<file path="src/tlt_map.svh">
`ifndef TLT_MAP_SVH
`define TLT_MAP_SVH
// Register byte offsets.
`define TLT_ADDR_CTRL      12'h000
`define TLT_ADDR_LOOP      12'h004
`define TLT_ADDR_IDLE      12'h008
`define TLT_ADDR_SIM       12'h00c
`define TLT_ADDR_SLIP      12'h010
`define TLT_ADDR_FERR      12'h014
`define TLT_ADDR_CVERR     12'h018
`define TLT_ADDR_CRCERR    12'h01c
`define TLT_ADDR_DEFECT    12'h020
`define TLT_ADDR_STATUS    12'h024
// Control register bit positions.
`define TLT_CTRL_LL        0
`define TLT_CTRL_XAIS      1
`define TLT_CTRL_J1        2
`define TLT_CTRL_ESF       3
`define TLT_CTRL_B8ZS      4
// Loop register fields.
`define TLT_LOOP_EN        5
`define TLT_LOOP_SLOT_W    5
`define TLT_SLOTS          5'h18
// Defect insertion bits.
`define TLT_DEF_FAS        0
`define TLT_DEF_MF         1
`define TLT_DEF_CRC        2
`define TLT_DEF_CAS        3
`define TLT_DEF_PRBS       4
`define TLT_DEF_BPV        5
`define TLT_DEF_W          6
// Alarm simulation and remote alarm length.
`define TLT_SIM_STEPS      4'h8
`define TLT_RA_LEN         4'hd
// Slip status bits.
`define TLT_SLIP_RX        0
`define TLT_SLIP_TX        1
`endif

</file>
<file path="src/tlt_pkg.sv">
package tlt_pkg;
   typedef struct packed {
      logic lossOfSignal;
      logic ais;
      logic lossOfFrame;
      logic remoteAlarm;
   } tlt_alarm_t;
   typedef struct packed {
      logic [31:0] data;
      logic        valid;
   } tlt_word_t;
   typedef enum logic [1:0] {WR_IDLE, WR_RESP} tlt_wr_state_t;
endpackage

</file>
<file path="src/tlt_loop_alarm.sv">
// The register offsets and the AXI4-Lite register port were decided locally.
`timescale 1ns/1ps
`include "tlt_map.svh"
// What this block does
// - Local loop feeds system transmit into receiver.
// - Line transmit stays unchanged during local loop.
// - Remote AIS send leaves looped data alone.
// - Local loop entry forces out-of-frame until resync.
// - Channel loop only while enable bit set.
// - Any of 24 slots loopable to system.
// - Exactly one slot, chosen by slot field.
// - Looped slot sends idle code on line.
// - Simulation masks real alarms, traffic continues.
// - Setting simulation bit starts alarm simulation.
// - Each set write increments step counter; the write at step 8 returns it to zero.
// - Simulated code and CRC errors only where mode applies.
// - Signal alarms clear at defined steps.
// - Simulated slips clear on slip register read.
// - Simulated counts clear on counter read.
// - Defect register inserts transmit defects until the next framing bit clears it.
// - J1 select bit chooses J1 globally.
// - J1 CRC6 covers framing and datalink bits.
// - J1 remote alarm is thirteen ones.
module tlt_loop_alarm (
   // Clock and reset.
   input  wire logic                  ref_clk,
   input  wire logic                  rst,
   // AXI4-Lite write address, data and response.
   input  wire logic [11:0]           s_axi_awaddr,
   input  wire logic                  s_axi_awvalid,
   output logic                       s_axi_awready,
   input  wire logic [31:0]           s_axi_wdata,
   input  wire logic [3:0]            s_axi_wstrb,
   input  wire logic                  s_axi_wvalid,
   output logic                       s_axi_wready,
   output logic [1:0]                 s_axi_bresp,
   output logic                       s_axi_bvalid,
   input  wire logic                  s_axi_bready,
   // AXI4-Lite read.
   input  wire logic [11:0]           s_axi_araddr,
   input  wire logic                  s_axi_arvalid,
   output logic                       s_axi_arready,
   output logic [31:0]                s_axi_rdata,
   output logic [1:0]                 s_axi_rresp,
   output logic                       s_axi_rvalid,
   input  wire logic                  s_axi_rready,
   // Frame timing from the framer core.
   input  wire logic                  bitStrobe,
   input  wire logic [4:0]            slotIndex,
   input  wire logic [2:0]            bitIndex,
   input  wire logic                  framingBitTime,
   input  wire logic                  dlBitTime,
   input  wire logic                  rxInFrame,
   // Data paths.
   input  wire logic                  system_tx_data_in,
   input  wire logic                  lineRxBit,
   input  wire logic                  coreRxBit,
   input  wire logic                  coreTxBit,
   output logic                       receiverInBit,
   output logic                       system_rx_data_out,
   output logic                       lineTxBit,
   // Real alarm and event inputs.
   input  wire tlt_pkg::tlt_alarm_t   realAlarm,
   input  wire logic                  realRxSlip,
   input  wire logic                  realTxSlip,
   input  wire logic                  realFrameErr,
   input  wire logic                  realCodeErr,
   input  wire logic                  realCrcErr,
   // Alarm and mode outputs.
   output tlt_pkg::tlt_alarm_t        reportAlarm,
   output logic                       sendRemoteAlarm,
   output logic                       forceOutOfFrame,
   output logic                       japanModeOut,
   output logic                       crcIncludeFsDl,
   output logic                       crcRemoteAlarmLenOut,
   output logic                       remoteAlarmDetected
);
   import tlt_pkg::*;

   logic [7:0]  ctrl_ff;
   logic [5:0]  loop_ff;
   logic [7:0]  idle_ff;
   logic [3:0]  alarm_sim_counter_ff;
   logic [1:0]  slip_interrupt_status_ff;
   logic [15:0] ferr_ff, cverr_ff, crcerr_ff;
   logic [5:0]  defect_insert_control_ff;
   logic [3:0]  raOnes_ff;
   logic        oof_ff;
   logic        llPrev_ff;
   tlt_wr_state_t wrState_ff;
   logic        awHeld_ff, wHeld_ff;
   logic [11:0] awAddr_ff;
   logic [31:0] wData_ff;
   logic [3:0]  wStrb_ff;

   // Step-dependent simulated alarm table; signal alarms clear themselves at later steps.
   function automatic tlt_alarm_t simAlarms(input logic [3:0] step);
      tlt_alarm_t a;
      a = '0;
      case (step)
         4'h1: a.lossOfSignal = 1'b1;
         4'h2: a.ais          = 1'b1;
         4'h3: a.lossOfFrame  = 1'b1;
         4'h4: a.remoteAlarm  = 1'b1;
         default: a = '0;
      endcase
      return a;
   endfunction

   // Saturating 16-bit increment used by every error counter.
   function automatic logic [15:0] satInc(input logic [15:0] v, input logic ev);
      return (ev && v != 16'hffff) ? v + 16'h0001 : v;
   endfunction

   wire localLoop    = ctrl_ff[`TLT_CTRL_LL];
   wire remoteAis    = ctrl_ff[`TLT_CTRL_XAIS];
   wire japanMode    = ctrl_ff[`TLT_CTRL_J1];
   wire esfMode      = ctrl_ff[`TLT_CTRL_ESF];
   wire simActive    = alarm_sim_counter_ff != 4'h0;
   wire chanLoop     = loop_ff[`TLT_LOOP_EN];
   wire [4:0] loopSlot = loop_ff[4:0];
   wire slotHit      = chanLoop && loopSlot < `TLT_SLOTS && slotIndex == loopSlot;

   // AXI write path: address and data accepted in either order.
   wire awTake  = s_axi_awvalid && s_axi_awready;
   wire wTake   = s_axi_wvalid && s_axi_wready;
   wire haveAw  = awHeld_ff || awTake;
   wire haveW   = wHeld_ff || wTake;
   wire wrFire  = wrState_ff == WR_IDLE && haveAw && haveW;
   wire [11:0] wrAddr = awHeld_ff ? awAddr_ff : s_axi_awaddr;
   wire [31:0] wrData = wHeld_ff ? wData_ff : s_axi_wdata;
   wire [3:0]  wrStrb = wHeld_ff ? wStrb_ff : s_axi_wstrb;
   wire wrByte0 = wrFire && wrStrb[0];
   wire wrCtrl  = wrByte0 && wrAddr == `TLT_ADDR_CTRL;
   wire wrLoop  = wrByte0 && wrAddr == `TLT_ADDR_LOOP;
   wire wrIdle  = wrByte0 && wrAddr == `TLT_ADDR_IDLE;
   wire wrSim   = wrByte0 && wrAddr == `TLT_ADDR_SIM;
   wire wrDef   = wrByte0 && wrAddr == `TLT_ADDR_DEFECT;
   wire wrMapped = wrAddr == `TLT_ADDR_CTRL || wrAddr == `TLT_ADDR_LOOP || wrAddr == `TLT_ADDR_IDLE
                || wrAddr == `TLT_ADDR_SIM || wrAddr == `TLT_ADDR_DEFECT;
   wire simStepWr = wrSim && wrData[0];

   // AXI read path.
   wire arTake  = s_axi_arvalid && s_axi_arready;
   wire rdSlip  = arTake && s_axi_araddr == `TLT_ADDR_SLIP;
   wire rdFerr  = arTake && s_axi_araddr == `TLT_ADDR_FERR;
   wire rdCverr = arTake && s_axi_araddr == `TLT_ADDR_CVERR;
   wire rdCrc   = arTake && s_axi_araddr == `TLT_ADDR_CRCERR;
   logic [31:0] rdMux;
   logic        rdOk;
   always_comb begin
      rdOk  = 1'b1;
      rdMux = 32'h0000_0000;
      case (s_axi_araddr)
         `TLT_ADDR_CTRL:   rdMux = {24'h000000, ctrl_ff};
         `TLT_ADDR_LOOP:   rdMux = {26'h0000000, loop_ff};
         `TLT_ADDR_IDLE:   rdMux = {24'h000000, idle_ff};
         `TLT_ADDR_SIM:    rdMux = {27'h0000000, alarm_sim_counter_ff, 1'b0};
         `TLT_ADDR_SLIP:   rdMux = {30'h00000000, slip_interrupt_status_ff};
         `TLT_ADDR_FERR:   rdMux = {16'h0000, ferr_ff};
         `TLT_ADDR_CVERR:  rdMux = {16'h0000, cverr_ff};
         `TLT_ADDR_CRCERR: rdMux = {16'h0000, crcerr_ff};
         `TLT_ADDR_DEFECT: rdMux = {26'h0000000, defect_insert_control_ff};
         `TLT_ADDR_STATUS: rdMux = {28'h0000000, reportAlarm};
         default:          rdOk  = 1'b0;
      endcase
   end

   // Simulated events per step; slips and counts appear at their own steps.
   wire simEvStep  = simStepWr;
   wire [3:0] nxtStep = alarm_sim_counter_ff + 4'h1;
   wire simSlips   = simEvStep && nxtStep == 4'h5;
   wire simFerr    = simEvStep && nxtStep == 4'h6;
   wire simCverr   = simEvStep && nxtStep == 4'h7 && ctrl_ff[`TLT_CTRL_B8ZS];
   wire simCrc     = simEvStep && nxtStep == `TLT_SIM_STEPS && esfMode;
   tlt_alarm_t sa;
   always_comb begin
      sa = simAlarms(alarm_sim_counter_ff);
   end

   // Remote alarm detector in the datalink channel; J1 needs thirteen ones.
   wire raBit  = bitStrobe && dlBitTime;
   wire raFull = raOnes_ff == `TLT_RA_LEN;

   always_ff @(posedge ref_clk) begin
      if (rst) begin
         ctrl_ff <= 8'h00;
         loop_ff <= 6'h00;
         idle_ff <= 8'h00;
         defect_insert_control_ff <= 6'h00;
      end else begin
         if (wrCtrl) ctrl_ff <= wrData[7:0];
         if (wrLoop) loop_ff <= wrData[5:0];
         if (wrIdle) idle_ff <= wrData[7:0];
         if (wrDef) defect_insert_control_ff <= wrData[5:0];
         else if (bitStrobe && framingBitTime) defect_insert_control_ff <= 6'h00;
      end
   end

   always_ff @(posedge ref_clk) begin
      if (rst) begin
         alarm_sim_counter_ff <= 4'h0;
         slip_interrupt_status_ff <= 2'h0;
         ferr_ff <= 16'h0000;
         cverr_ff <= 16'h0000;
         crcerr_ff <= 16'h0000;
      end else begin
         if (simStepWr) alarm_sim_counter_ff <= (nxtStep > `TLT_SIM_STEPS) ? 4'h0 : nxtStep;
         // Set wins over the read clear so no slip is lost.
         slip_interrupt_status_ff <= (rdSlip ? 2'h0 : slip_interrupt_status_ff)
            | {simSlips || (!simActive && realTxSlip), simSlips || (!simActive && realRxSlip)};
         ferr_ff   <= satInc(rdFerr ? 16'h0000 : ferr_ff, simFerr || (!simActive && realFrameErr));
         cverr_ff  <= satInc(rdCverr ? 16'h0000 : cverr_ff, simCverr || (!simActive && realCodeErr));
         crcerr_ff <= satInc(rdCrc ? 16'h0000 : crcerr_ff, simCrc || (!simActive && realCrcErr));
      end
   end

   always_ff @(posedge ref_clk) begin
      if (rst) begin
         raOnes_ff <= 4'h0;
         oof_ff <= 1'b0;
         llPrev_ff <= 1'b0;
      end else begin
         if (raBit) raOnes_ff <= !coreRxBit ? 4'h0 : (raFull ? raOnes_ff : raOnes_ff + 4'h1);
         llPrev_ff <= localLoop;
         // Entering local loop forces loss of frame until the receiver reframes.
         if (localLoop && !llPrev_ff) oof_ff <= 1'b1;
         else if (rxInFrame) oof_ff <= 1'b0;
      end
   end

   // Datapath outputs, all registered.
   wire defFas  = defect_insert_control_ff[`TLT_DEF_FAS] && framingBitTime;
   wire defMf   = defect_insert_control_ff[`TLT_DEF_MF] && framingBitTime;
   wire defCrc  = defect_insert_control_ff[`TLT_DEF_CRC] && dlBitTime;
   wire defCas  = defect_insert_control_ff[`TLT_DEF_CAS] && bitIndex == 3'h7;
   wire defPrbs = defect_insert_control_ff[`TLT_DEF_PRBS] && bitIndex == 3'h0;
   wire defBpv  = defect_insert_control_ff[`TLT_DEF_BPV];
   wire defFlip = defFas | defMf | defCrc | defCas | defPrbs | defBpv;
   wire lineBase = slotHit ? idle_ff[3'h7 - bitIndex] : coreTxBit;
   wire nxtLine  = remoteAis ? 1'b1 : (lineBase ^ defFlip);
   wire nxtRecv  = localLoop ? system_tx_data_in : lineRxBit;
   wire nxtRdo   = slotHit ? system_tx_data_in : coreRxBit;
   wire simOn    = simActive;
   tlt_alarm_t nxtRep;
   assign nxtRep = simOn ? sa : realAlarm;

   always_ff @(posedge ref_clk) begin
      if (rst) begin
         receiverInBit <= 1'b0;
         system_rx_data_out <= 1'b1;
         lineTxBit <= 1'b0;
         reportAlarm <= '0;
         sendRemoteAlarm <= 1'b0;
         forceOutOfFrame <= 1'b0;
         japanModeOut <= 1'b0;
         crcIncludeFsDl <= 1'b0;
         crcRemoteAlarmLenOut <= 1'b0;
         remoteAlarmDetected <= 1'b0;
      end else begin
         receiverInBit <= nxtRecv;
         system_rx_data_out <= nxtRdo;
         lineTxBit <= nxtLine;
         reportAlarm <= nxtRep;
         // Real alarms are not passed on to the far end during simulation.
         sendRemoteAlarm <= !simOn && (realAlarm.lossOfSignal || realAlarm.lossOfFrame);
         forceOutOfFrame <= oof_ff;
         japanModeOut <= japanMode;
         crcIncludeFsDl <= japanMode;
         crcRemoteAlarmLenOut <= japanMode;
         remoteAlarmDetected <= japanMode && raFull;
      end
   end

   // AXI handshakes.
   always_ff @(posedge ref_clk) begin
      if (rst) begin
         wrState_ff <= WR_IDLE;
         awHeld_ff <= 1'b0;
         wHeld_ff <= 1'b0;
         awAddr_ff <= 12'h000;
         wData_ff <= 32'h0000_0000;
         wStrb_ff <= 4'h0;
         s_axi_awready <= 1'b0;
         s_axi_wready <= 1'b0;
         s_axi_bvalid <= 1'b0;
         s_axi_bresp <= 2'h0;
         s_axi_arready <= 1'b0;
         s_axi_rvalid <= 1'b0;
         s_axi_rdata <= 32'h0000_0000;
         s_axi_rresp <= 2'h0;
      end else begin
         case (wrState_ff)
            WR_IDLE: begin
               if (awTake) begin
                  awHeld_ff <= 1'b1;
                  awAddr_ff <= s_axi_awaddr;
               end
               if (wTake) begin
                  wHeld_ff <= 1'b1;
                  wData_ff <= s_axi_wdata;
                  wStrb_ff <= s_axi_wstrb;
               end
               s_axi_awready <= !haveAw;
               s_axi_wready <= !haveW;
               if (wrFire) begin
                  s_axi_awready <= 1'b0;
                  s_axi_wready <= 1'b0;
                  awHeld_ff <= 1'b0;
                  wHeld_ff <= 1'b0;
                  s_axi_bvalid <= 1'b1;
                  s_axi_bresp <= wrMapped ? 2'h0 : 2'h2;
                  wrState_ff <= WR_RESP;
               end
            end
            WR_RESP: begin
               if (s_axi_bready) begin
                  s_axi_bvalid <= 1'b0;
                  wrState_ff <= WR_IDLE;
               end
            end
            default: wrState_ff <= WR_IDLE;
         endcase
         if (arTake) begin
            s_axi_arready <= 1'b0;
            s_axi_rvalid <= 1'b1;
            s_axi_rdata <= rdMux;
            s_axi_rresp <= rdOk ? 2'h0 : 2'h2;
         end else if (s_axi_rvalid && s_axi_rready) begin
            s_axi_rvalid <= 1'b0;
            s_axi_arready <= 1'b1;
         end else if (!s_axi_rvalid) begin
            s_axi_arready <= 1'b1;
         end
      end
   end
endmodule // tlt_loop_alarm

</file>
<file path="config.mk">
export PLATFORM = sky130hd
export DESIGN_NAME = tlt_loop_alarm
export DESIGN_NICKNAME = d
export VERILOG_FILES = /design/src/tlt_pkg.sv /design/src/tlt_loop_alarm.sv
export VERILOG_INCLUDE_DIRS = /design/src
export SDC_FILE = /design/constraint.sdc
export NUM_CORES = 1
export LEC_CHECK = 0
export ABC_AREA = 1
export BUFFER_PORTS_ARGS = -buffer_cell sky130_fd_sc_hd__buf_2
export CAP_MARGIN = 20
export CELL_PAD_IN_SITES_DETAIL_PLACEMENT = 0
export CELL_PAD_IN_SITES_GLOBAL_PLACEMENT = 1
export CORE_MARGIN = 2
export CORE_UTILIZATION = 43
export CTS_CLUSTER_SIZE = 24
export DETAILED_ROUTE_END_ITERATION = 8
export PLACE_DENSITY = 0.95
export SYNTH_ARGS = -nofsm -noshare
export SYNTH_HDL_FRONTEND = slang
export SYNTH_SLANG_ARGS = --single-unit
</file>
<file path="constraint.sdc">
create_clock -name ref_clk -period 5.8 [get_ports ref_clk]
set_clock_uncertainty 0.05 [all_clocks]
set_input_delay 0.87 -clock ref_clk [delete_from_list [all_inputs] [get_ports ref_clk]]
set_output_delay 0.87 -clock ref_clk [all_outputs]
set_load 0.005 [all_outputs]
</file>
==> impl_metrics.csv <==
group,metric,value,unit
finish,drive_above_1_share,14.21,%
synthesis,yosys.area.top_type,"dfxtp_1",
finish,syn2layout_area_growth,12.73,%
worst_setup_path,reg2reg_slack,2.60,ns
pwr,peakVddDrop,0.2017,mV
route,drc,0,
synthesis,yosysMostFrequentCell,"nand2_1",
synthesis,yosysSeqAreaShare,33.79,%
worst_setup_path,path_class,"input pin to flop",
pwr,leakagePower,4.528,nW
route,drt-vias-per-instance,5.036,
synthesis,synth_cell_types,49,
sta,rsz0062_at_grt,"false",
run_status,status,"complete, no violations",
clocking,cts_setup_buffers,0,
synthesis,yosysTopAreaCellShare,33.79,%
worst_setup_path,crit_path_end_kind,"flop",
sta,finalCriticalPeriod,3.343,ns
run,maxCapViolCount,0,
pwr,power,2.392,mW
place,io_buffers,100,
clocking,htree_levels,4,
worst_setup_path,worstPathArrival,3.62,ns
sta,slew_headroom,50.61,%
clocking,clockBufferDepth,2,
grt,grt_overflow_total,0,
clocking,numCtsBuffers,17,
clocking,clock_latency,0.44,ns
finish,fin_cells,1680,
clocking,cts_resized,0,
floorplanning,io-pin-count,146,
grt,grt_pass1_wl,38.21,mm
synthesis,yosysWarnings,0,
floorplanning,initial_core_util,44.00,%
sta,fin_crit_sh,57.64,%
synthesis,yosys-top-cells-area,"dfxtp_1 (34%), nand2_1 (14%), nor2_1 (8.0%)",
grt,grt_max_degree,66,
synthesis,synth_area_per_cell,6.498,um^2
clocking,clk_pin_slew,0.07,ns
synthesis,synth_edf_count,0,
route,wirelength,23.42,mm
worst_setup_path,path_max_fanout,32,
place,placed_cells,1646,
grt,grtUsageTotal,22.20,%
sta,max_clock_freq,299.1,MHz
sta,setup_viol,0,
synthesis,async_flop_share,0,%
synthesis,synth_common_cells,"nand2_1 (314), nor2_1 (183), inv_1 (162)",
route,drt_first_pass_iters,5,
clocking,clockRootBuffer,"clkbuf_16",
clocking,postCtsHoldBufs,0,
route,first_iter_violations,591,
pwr,power_density,247.0,nW/um^2
min_path,hold_path_class,"flop to flop",
route,wl_per_cell,13.94,um
sta,drv_slew,0,
clocking,cts_tree,"built",
place,gp_congestion,0.9091,
sta,hold_ws,0.3844,ns
grt,grt_pass1_vias,7688,
sta,setup_tns,0,ns
sta,final_hold_viol_count,0,
floorplanning,fp-row-count,51,
route,ant_nets,0,
clocking,cts_sinks,145,
floorplanning,fp.dieW,145.3,um
route,vias,8460,
synthesis,syn_inst,1322,
finish,final_util,49.60,%
synthesis,netlist_area,8591,um^2
synthesis,synth_top_flop_cell,"dfxtp_1",
worst_setup_path,worstSetupStartpointType,"input pin",
grt,antenna_found_initial,2,
sta,worst_pin_slew,0.7399,ns
floorplanning,core_area,19530,um^2
floorplanning,die_area,21130,um^2
floorplanning,die_y,145.3,um
finish,nets,1504,
synthesis,ys_ff_latch,145,
worst_setup_path,cp.required,6.08,ns
place,dp_hpwl,17.11,mm
-- metal layers --
metal	vias up	global-route usage, %	part of all wire [%]
met5	-	0	0.043
met3	28	5.110	5.2
li1	4384	-	-
met1	3847	27.51	44
met4	2	7.794	1.9
met2	199	37.94	48
-- worst max-delay path, cell delays in order --
cell	delay, ns
buf_2	0.10
nand2_2	0.20
inv_1	0.24
nand3_2	0.58
nand2_1	0.14
inv_1	0.11
ha_1	0.20
nand4_1	0.30
nor2_4	0.30
nand2_4	0.15
nand2_4	0.20
nand2_1	0.08
nand2_1	0.07
nor2_1	0.05
-- where the power goes --
part | leakage (nW) | internal, mW | switching [mW]
Sequential | 1.18 | 1.03 | 0.0298
Clock | 0.278 | 0.618 | 0.487
Combinational | 3.07 | 0.0771 | 0.147
Total | 4.53 | 1.73 | 0.664
-- sequential cells by signal (all words and copies together), names as in the netlist, 2 cells and up --
register                  cells
crcerr_ff                    16
cverr_ff                     16
ferr_ff                      16
s_axi_rdata                  16
awAddr_ff                    12
ctrl_ff                       8
idle_ff                       8
wData_ff                      8
defect_insert_control_ff      6
loop_ff                       6
alarm_sim_counter_ff          4
raOnes_ff                     4
reportAlarm                   4
slip_interrupt_status_ff      2
-- stage by stage --
step	setup WS [ns]	instance area, um^2
after detailed placement	2.030	9092
after floorplan	2.758	8655
final	2.457	9684
after global routing	2.146	9682
after CTS	2.466	9674
after global placement	2.047	9092
-- cells in the final DEF, fill, tap and decap left out, types with 2 or more instances in the layout --
master / count
nor2_1: 183
o22ai_1: 13
o21bai_1: 4
nand2_2: 14
nor4_1: 3
o21ai_1: 6
clkinvlp_4: 3
nor3_1: 12
nand3b_1: 6
a221oi_1: 3
a211oi_1: 5
inv_8: 3
dfxtp_1: 145
nand2_4: 8
a31oi_1: 4
clkbuf_16: 17
clkinv_1: 2
inv_6: 6
nand3_2: 6
buf_4: 4
nand2_1: 314
or2_2: 4
a21oi_2: 2
buf_2: 100
ha_1: 11
a22o_1: 2
nor2_4: 3
inv_1: 161
o21ai_0: 80
nand3_4: 3
o21a_1: 2
xor2_1: 10
conb_1: 18
nand4_1: 26
a21oi_1: 74
inv_2: 6
nand3_1: 118
xnor2_1: 4
nor2_2: 15
-- kinds of logic after synthesis --
kind of cell	synth area share, %
XOR/XNOR	1.427
adder cells (fa/ha/maj)	1.602
flip-flops	33.79
buffers and inverters	12.23
other	0.04365
AO/OA/AOI/OAI	12.74
AND/OR/NAND/NOR	38.16
-- worst paths after layout --
| path | startpoint | cells after the start | endpoint |
|---|---|---|---|
| max | s_axi_arvalid | 14 | cverr_ff[11]$_SDFF_PP0_ |
| min | llPrev_ff$_SDFF_PP0_ | 1 | oof_ff$_SDFFE_PP0P_ |
| max reg2reg | s_axi_arready$_SDFFE_PP0P_ | 13 | cverr_ff[11]$_SDFF_PP0_ |
| min reg2reg | llPrev_ff$_SDFF_PP0_ | 1 | oof_ff$_SDFFE_PP0P_ |
-- layout make-up --
type	instances	area, um^2
fill	2073	9842
sequential	145	2903
inverter	169	634.4
timing repair buffer	104	530.5
clock buffer	19	442.9
antenna	1	2.502
clock inverter	13	138.9
multi-input combinational	964	4701
tap	265	331.6
Note: power is estimated with default switching activity, not from simulation.
